`src/common/sifb_pkg.sv`:
```
// How it works
// - Enable register at 0h, bits 5,4,1,0
// - Flag register at 02h, bits 4..0
// - Unassigned bit positions hold no storage
// - Watchdog enable acts only in interval mode
// - Watchdog flag set on overflow or key violation
// - Watchdog flag cleared by power-up or pin reset
// - Oscillator fault sets its flag
// - Pin reset sets its flag; power-up clears it
// - Power-up sets the power-on flag
// - Soft reset clears enables, sets oscillator flag
// - Only power-on reset initialises three reset-cause flags
// - Power-on reset asserted at power-on and power-off
`default_nettype none
package sifb_pkg;
	// Byte offsets of the bank
	localparam logic [1:0] SIFB_OFS_IRQ_EN   = 2'h0;
	localparam logic [1:0] SIFB_OFS_EN_SPARE = 2'h1;
	localparam logic [1:0] SIFB_OFS_FLAGS    = 2'h2;
	localparam logic [1:0] SIFB_OFS_FL_SPARE = 2'h3;
	// Enable register bit positions
	localparam int SIFB_BIT_WDT_IE  = 0;
	localparam int SIFB_BIT_OSC_IE  = 1;
	localparam int SIFB_BIT_NMI_IE  = 4;
	localparam int SIFB_BIT_FLV_IE  = 5;
	// Flag register bit positions
	localparam int SIFB_BIT_WDT_FL  = 0;
	localparam int SIFB_BIT_OSC_FL  = 1;
	localparam int SIFB_BIT_POR_FL  = 2;
	localparam int SIFB_BIT_RST_FL  = 3;
	localparam int SIFB_BIT_NMI_FL  = 4;
	// Values after reset
	localparam logic SIFB_RST_IE      = 1'b0;
	localparam logic SIFB_RST_OSC_FL  = 1'b1;
	localparam logic SIFB_RST_NMI_FL  = 1'b0;
	localparam logic SIFB_RST_WDT_FL  = 1'b0;
	localparam logic SIFB_RST_RST_FL  = 1'b0;
	localparam logic SIFB_RST_POR_FL  = 1'b1;
	// Pin synchroniser depth
	localparam int SIFB_SYNC_STAGES = 3;
endpackage
`default_nettype wire

```
`src/verilog/sifb_pin_sync.sv`:
```
`default_nettype none
// Three-stage synchroniser; a change counts once stages two and three agree
module sifb_pin_sync (
	// Clock and reset
	input  wire logic core_clk_i,
	input  wire logic resetn_i,
	input  wire logic clk_en_i,
	// Pin and result
	input  wire logic pin_i,
	output logic      level_o
);
	import sifb_pkg::*;
	logic [SIFB_SYNC_STAGES-1:0] stage_q; // Shift chain, stage 0 metastable

	// Shift the pin through the chain
	always_ff @(posedge core_clk_i or negedge resetn_i) begin
		if (!resetn_i) begin
			stage_q <= '0;
		end else if (clk_en_i) begin
			stage_q <= {stage_q[SIFB_SYNC_STAGES-2:0], pin_i};
		end
	end

	// Accept a new level only when the last two stages agree
	always_ff @(posedge core_clk_i or negedge resetn_i) begin
		if (!resetn_i) begin
			level_o <= 1'b0;
		end else if (clk_en_i && (stage_q[1] == stage_q[2])) begin
			level_o <= stage_q[2];
		end
	end
endmodule
`default_nettype wire

```
`src/verilog/sifb_bank.sv`:
```
`default_nettype none
// System interrupt enable and event flag bank on the internal byte bus
module sifb_bank (
	// Clock, power-on reset, enable
	input  wire logic       core_clk_i,
	input  wire logic       resetn_i,
	input  wire logic       clk_en_i,
	// Soft system reset, synchronous with the core clock
	input  wire logic       soft_system_reset_i,
	// Byte bus
	input  wire logic [1:0] addr_i,
	input  wire logic       wr_en_i,
	input  wire logic [7:0] wdata_i,
	output logic      [7:0] rdata_o,
	// Event sources on the core clock
	input  wire logic       wdt_interval_mode_i,
	input  wire logic       wdt_overflow_i,
	input  wire logic       wdt_key_violation_i,
	input  wire logic       osc_fault_i,
	input  wire logic       flash_violation_i,
	// Reset/NMI pin events, asynchronous
	input  wire logic       pin_reset_evt_i,
	input  wire logic       pin_nmi_evt_i,
	// Gated interrupt requests
	output logic            wdt_irq_o,
	output logic            nmi_irq_o
);
	import sifb_pkg::*;

	// Only implemented bits are stored
	logic wdt_ie_q, osc_ie_q, nmi_ie_q, flv_ie_q; // Enable bits
	logic wdt_fl_q, osc_fl_q, por_fl_q, rst_fl_q, nmi_fl_q; // Flag bits
	logic pin_rst_lvl, pin_rst_lvl_q, pin_nmi_lvl, pin_nmi_lvl_q; // Synced pins
	logic pin_rst_rise, pin_nmi_rise; // One-cycle pin events
	logic wr_en, wr_fl; // Register write strobes

	// Pins come from outside the clock domain
	sifb_pin_sync u_rst_sync (
		.core_clk_i (core_clk_i),
		.resetn_i   (resetn_i),
		.clk_en_i   (clk_en_i),
		.pin_i      (pin_reset_evt_i),
		.level_o    (pin_rst_lvl)
	);
	sifb_pin_sync u_nmi_sync (
		.core_clk_i (core_clk_i),
		.resetn_i   (resetn_i),
		.clk_en_i   (clk_en_i),
		.pin_i      (pin_nmi_evt_i),
		.level_o    (pin_nmi_lvl)
	);

	// Edge detect on the filtered levels
	always_ff @(posedge core_clk_i or negedge resetn_i) begin
		if (!resetn_i) begin
			pin_rst_lvl_q <= 1'b0;
			pin_nmi_lvl_q <= 1'b0;
		end else if (clk_en_i) begin
			pin_rst_lvl_q <= pin_rst_lvl;
			pin_nmi_lvl_q <= pin_nmi_lvl;
		end
	end
	assign pin_rst_rise = pin_rst_lvl & ~pin_rst_lvl_q;
	assign pin_nmi_rise = pin_nmi_lvl & ~pin_nmi_lvl_q;

	assign wr_en = wr_en_i && (addr_i == SIFB_OFS_IRQ_EN);
	assign wr_fl = wr_en_i && (addr_i == SIFB_OFS_FLAGS);

	// Enables: power-on and soft reset both clear them
	always_ff @(posedge core_clk_i or negedge resetn_i) begin
		if (!resetn_i) begin
			wdt_ie_q <= SIFB_RST_IE;
			osc_ie_q <= SIFB_RST_IE;
			nmi_ie_q <= SIFB_RST_IE;
			flv_ie_q <= SIFB_RST_IE;
		end else if (clk_en_i) begin
			if (soft_system_reset_i) begin
				wdt_ie_q <= SIFB_RST_IE;
				osc_ie_q <= SIFB_RST_IE;
				nmi_ie_q <= SIFB_RST_IE;
				flv_ie_q <= SIFB_RST_IE;
			end else if (wr_en) begin
				wdt_ie_q <= wdata_i[SIFB_BIT_WDT_IE];
				osc_ie_q <= wdata_i[SIFB_BIT_OSC_IE];
				nmi_ie_q <= wdata_i[SIFB_BIT_NMI_IE];
				flv_ie_q <= wdata_i[SIFB_BIT_FLV_IE];
			end
		end
	end

	// Soft-reset flags; hardware set wins over a software clear
	always_ff @(posedge core_clk_i or negedge resetn_i) begin
		if (!resetn_i) begin
			osc_fl_q <= SIFB_RST_OSC_FL;
			nmi_fl_q <= SIFB_RST_NMI_FL;
		end else if (clk_en_i) begin
			if (soft_system_reset_i) begin
				osc_fl_q <= SIFB_RST_OSC_FL;
				nmi_fl_q <= SIFB_RST_NMI_FL;
			end else begin
				osc_fl_q <= osc_fault_i | (wr_fl ? wdata_i[SIFB_BIT_OSC_FL] : osc_fl_q);
				nmi_fl_q <= pin_nmi_rise | (wr_fl ? wdata_i[SIFB_BIT_NMI_FL] : nmi_fl_q);
			end
		end
	end

	// Reset-cause flags: untouched by soft reset, only power-on initialises them
	always_ff @(posedge core_clk_i or negedge resetn_i) begin
		if (!resetn_i) begin
			wdt_fl_q <= SIFB_RST_WDT_FL;
			rst_fl_q <= SIFB_RST_RST_FL;
			por_fl_q <= SIFB_RST_POR_FL;
		end else if (clk_en_i) begin
			// Pin reset clears the watchdog cause, watchdog event sets it
			if (pin_rst_rise) begin
				wdt_fl_q <= 1'b0;
			end else if (wdt_overflow_i || wdt_key_violation_i) begin
				wdt_fl_q <= 1'b1;
			end else if (wr_fl) begin
				wdt_fl_q <= wdata_i[SIFB_BIT_WDT_FL];
			end
			rst_fl_q <= pin_rst_rise | (wr_fl ? wdata_i[SIFB_BIT_RST_FL] : rst_fl_q);
			if (wr_fl) begin
				por_fl_q <= wdata_i[SIFB_BIT_POR_FL];
			end
		end
	end

	// Read mux; unused bits and bytes read zero
	always_ff @(posedge core_clk_i or negedge resetn_i) begin
		if (!resetn_i) begin
			rdata_o <= 8'h00;
		end else if (clk_en_i) begin
			case (addr_i)
				SIFB_OFS_IRQ_EN: rdata_o <= {2'h0, flv_ie_q, nmi_ie_q, 2'h0, osc_ie_q, wdt_ie_q};
				SIFB_OFS_FLAGS:  rdata_o <= {3'h0, nmi_fl_q, rst_fl_q, por_fl_q, osc_fl_q, wdt_fl_q};
				default:         rdata_o <= 8'h00;
			endcase
		end
	end

	// Watchdog interrupt only in interval mode; NMI group from its own enables
	assign wdt_irq_o = wdt_ie_q & wdt_interval_mode_i & wdt_fl_q;
	assign nmi_irq_o = (nmi_ie_q & nmi_fl_q) | (osc_ie_q & osc_fl_q) | (flv_ie_q & flash_violation_i);
endmodule
`default_nettype wire

```
`config.mk`:
```
export PLATFORM = sky130hd
export DESIGN_NAME = sifb_bank
export DESIGN_NICKNAME = d
export VERILOG_FILES = /design/src/common/sifb_pkg.sv /design/src/verilog/sifb_pin_sync.sv /design/src/verilog/sifb_bank.sv
export SDC_FILE = /design/constraint.sdc
export NUM_CORES = 1
export LEC_CHECK = 0
export BUFFER_PORTS_ARGS = -buffer_cell sky130_fd_sc_hd__buf_2
export CORE_MARGIN = 2
export CORE_UTILIZATION = 54
export CTS_BUF_LIST = sky130_fd_sc_hd__clkbuf_8 sky130_fd_sc_hd__clkbuf_16
export CTS_CLUSTER_DIAMETER = 50
export CTS_CLUSTER_SIZE = 14
export DETAILED_ROUTE_END_ITERATION = 7
export GPL_TIMING_DRIVEN = 0
export PLACE_DENSITY = 0.89
export SLEW_MARGIN = 30
export SYNTH_ARGS = -nofsm -noshare
export SYNTH_HDL_FRONTEND = slang
export SYNTH_HIERARCHICAL = 1
export SYNTH_SLANG_ARGS = --single-unit
```
`constraint.sdc`:
```
create_clock -name core_clk_i -period 1.4 [get_ports core_clk_i]
set_input_delay 0.07 -clock core_clk_i [delete_from_list [all_inputs] [get_ports core_clk_i]]
set_output_delay 0.07 -clock core_clk_i [all_outputs]
set_load 0.02 [all_outputs]
```
==> flow_summary.json <==
{
  "status": "finished clean",
  "setup.worst_path.end_class": "output port",
  "syn2layout_area_growth_pct": 19.8,
  "dieArea_mm2": 0.00248,
  "place_area_mm2": 0.00130,
  "synth_flop_cell": "dfrtp_1",
  "synth_edf_count": 0,
  "cts_buffer_depth": 2,
  "port_buffers": 26,
  "start_kind": "register",
  "synth_seq_cells": 25,
  "postLayoutCellArea_mm2": 0.00136,
  "worstMarginPinSlew_ps": 550,
  "min_to": "flv_ie_q$_DFFE_PN0P_",
  "finClkSkew_ps": 0.992,
  "die_y_um": 49.8,
  "hold_buffers": 1,
  "antenna_found_initial": 0,
  "min_path_cells": 2,
  "critPathKind": "reg -> out",
  "ant_nets": 0,
  "dpl.hpwl_mm": 1.59,
  "cp_data_arrival_time_ps": 1210,
  "synth.area.top_cells": "dfrtp_1 (51%), mux2_2 (7.0%), dfstp_2 (4.6%)",
  "async_reset_ff_share_pct": 100,
  "ir_drop_mv": 0.760,
  "cts_setup_buffers": 0,
  "dieWidth_um": 49.8,
  "synth.distinct_cells": 29,
  "maxSlewViolCount": 0,
  "worst_slack_ps": 122,
  "synth-simple-area-share_pct": 13.8,
  "synth_commonest_cells": "dfrtp_1 (23), inv_1 (10), mux2_2 (7)",
  "utilization_pct": 69.1,
  "synthCells": 100,
  "clk_latency_ps": 260,
  "clockRootBuffer": "clkbuf_8",
  "required_ps": 1330,
  "synth_compound_area_share_pct": 14.2,
  "finalHoldViolations": 0,
  "tritoncts": "yes",
  "fmax_mhz": 783,
  "cts_sinks": 25,
  "dr.first_iter.drc_count": 18,
  "instances_no_fill": 159,
  "drcViolationCount": 0,
  "drv_cap": 0,
  "hold_ws_ps": 26.7,
  "yosysMostFrequentCell": "dfrtp_1",
  "num_rows": 16,
  "period_share_pct": 91.3,
  "worstReg2RegEnd": "wdt_fl_q$_DFFE_PN0P_",
  "gp_congestion": 0.841,
  "crit_fanout": 3,
  "first_pass_iters": 4,
  "cp_slowest_cell": "dfrtp_1",
  "pwr_density_cell_mw_per_mm2": 1280,
  "netlist_area_mm2": 0.00113,
  "max_stage_delay_ps": 410,
  "post_drt_wl_per_cell_um": 13.8,
  "seq_area_frac_synth_pct": 55.5,
  "min_path_type": "in -> reg",
  "post_synth_fa_ha_maj_area_fraction_pct": 0,
  "r2r_slack_ps": 320,
  "p_leak_nw": 0.663,
  "cts_buffers": 3,
  "cts_resized": 0,
  "path_clk_slew_ps": 80,
  "relSlewSlack_pct": 63.3,
  "hp-start": "wdata_i[5]",
  "ys.warnings.count": 6,
  "core_mm2": 0.00196,
  "grt_max_degree": 26,
  "cp_cell_sequence": "a222oi_1 -> inv_1 -> buf_2",
  "power_mw": 1.74,
  "dp.cells": 154,
  "nNetsFinal": 155,
  "setup_viol": 0,
  "antenna_cells": 0,
  "place_ws_ps": 217,
  "grt_pass1_vias": 937,
  "r2r_cells": 3,
  "synth_mux_area_share_pct": 9.62,
  "start_util_pct": 57.7,
  "finalCriticalPeriod_ps": 1280,
  "drive_gt1_share_pct": 34.1,
  "synth_top_area_share_pct": 50.9,
  "grt_first_pass_wirelength_mm": 3.99,
  "drt-total-wl_mm": 2.20,
  "grt-ovfl-total": 0,
  "via_per_inst": 5.46,
  "ioPinCount": 32,
  "vias": 868,
  "grt_use_total_pct": 21.4,
  "syn_avg_cell_area_um2": 11.3,
  "rsz0062_at_grt": "false",
  "timing.rr.start": "u_rst_sync/level_o$_DFFE_PN0P_",
  "synth_top_area_cell": "dfrtp_1",
  "h-tree-depth": 1,
  "synth_top_family_by_area": "compound AO/OA/AOI/OAI gates",
  "synth-xor-area-share_pct": 0,
  "setup_tns_ps": 0
}
[area by class of cell]
class | instances | area [um^2]
Multi-Input combinational cell | 61 | 433
Inverter | 10 | 37.5
Timing Repair Buffer | 27 | 140
Fill cell | 174 | 607
Clock inverter | 1 | 5.00
Clock buffer | 3 | 41.3
Sequential cell | 25 | 628
Buffer | 5 | 36.3
Tap cell | 27 | 33.8
[placed cells by master, fill, tap and decap left out, drive strengths merged]
cell / instances
dlygate4sd3: 1
clkbuf: 3
a222oi: 1
o2bb2ai: 2
nand2b: 4
nor2b: 3
mux2i: 3
and3b: 2
a211o: 1
nor4: 2
clkinv: 1
nor2: 1
nand4b: 1
nor3b: 1
o32ai: 1
conb: 2
dfrtp: 23
nand2: 6
dfstp: 2
buf: 31
nor4bb: 1
and3: 1
a21oi: 3
mux2: 7
inv: 10
o22ai: 5
a22o: 5
nor3: 4
o21ai: 5
[registers in the layout, indices dropped and copies added (netlist names)]
register / cells
rdata_o: 6
u_nmi_sync/stage_q: 3
u_rst_sync/stage_q: 3
flv_ie_q: 1
nmi_fl_q: 1
nmi_ie_q: 1
osc_fl_q: 1
osc_ie_q: 1
pin_nmi_lvl_q: 1
pin_rst_lvl_q: 1
por_fl_q: 1
rst_fl_q: 1
u_nmi_sync/level_o: 1
u_rst_sync/level_o: 1
wdt_fl_q: 1
wdt_ie_q: 1
[per-layer routing]
metal | global-route usage [%] | share of wire [%] | routed length (um) | up-vias
met2 | 37.3 | 50 | 1100 | 33
li1 | - | - | - | 416
met1 | 24.8 | 42 | 932 | 410
met3 | 3.33 | 4.3 | 94 | 9
met4 | 12.0 | 3.4 | 74 | 0
met5 | 0 | 0 | 0 | -
[power by group]
part / internal [mW] / switching (mW) / total, mW
Clock: 0.199 / 0.218 / 0.417
Sequential: 0.862 / 0.0952 / 0.957
Combinational: 0.179 / 0.183 / 0.362
[kinds of logic (layout without fill, tap and decap cells)]
logic type      count (synthesis)  after routing
simple gates                   26             26
buf+inv                        15             46
other cells                     1              2
compound gates                 23             23
mux                            10             10
flops                          25             25
[worst max path at each step]
stage | startpoint | endpoint | depth (start not counted)
after floorplan | addr_i[1] | wdt_fl_q$_DFFE_PN0P_ | 4
after global routing | osc_ie_q$_DFFE_PN0P_ | nmi_irq_o | 3
after CTS | osc_ie_q$_DFFE_PN0P_ | nmi_irq_o | 3
after global placement | clk_en_i | rdata_o[5]$_DFFE_PN0P_ | 5
final | osc_ie_q$_DFFE_PN0P_ | nmi_irq_o | 3
after detailed placement | clk_en_i | rdata_o[5]$_DFFE_PN0P_ | 5
[critical path: cells and delay by family (launching register included)]
family | cells | cell delay [ps]
compound gates | 1 | 310
buf+inv | 2 | 220
flops | 1 | 410
Power figures use the tool's default switching activity.
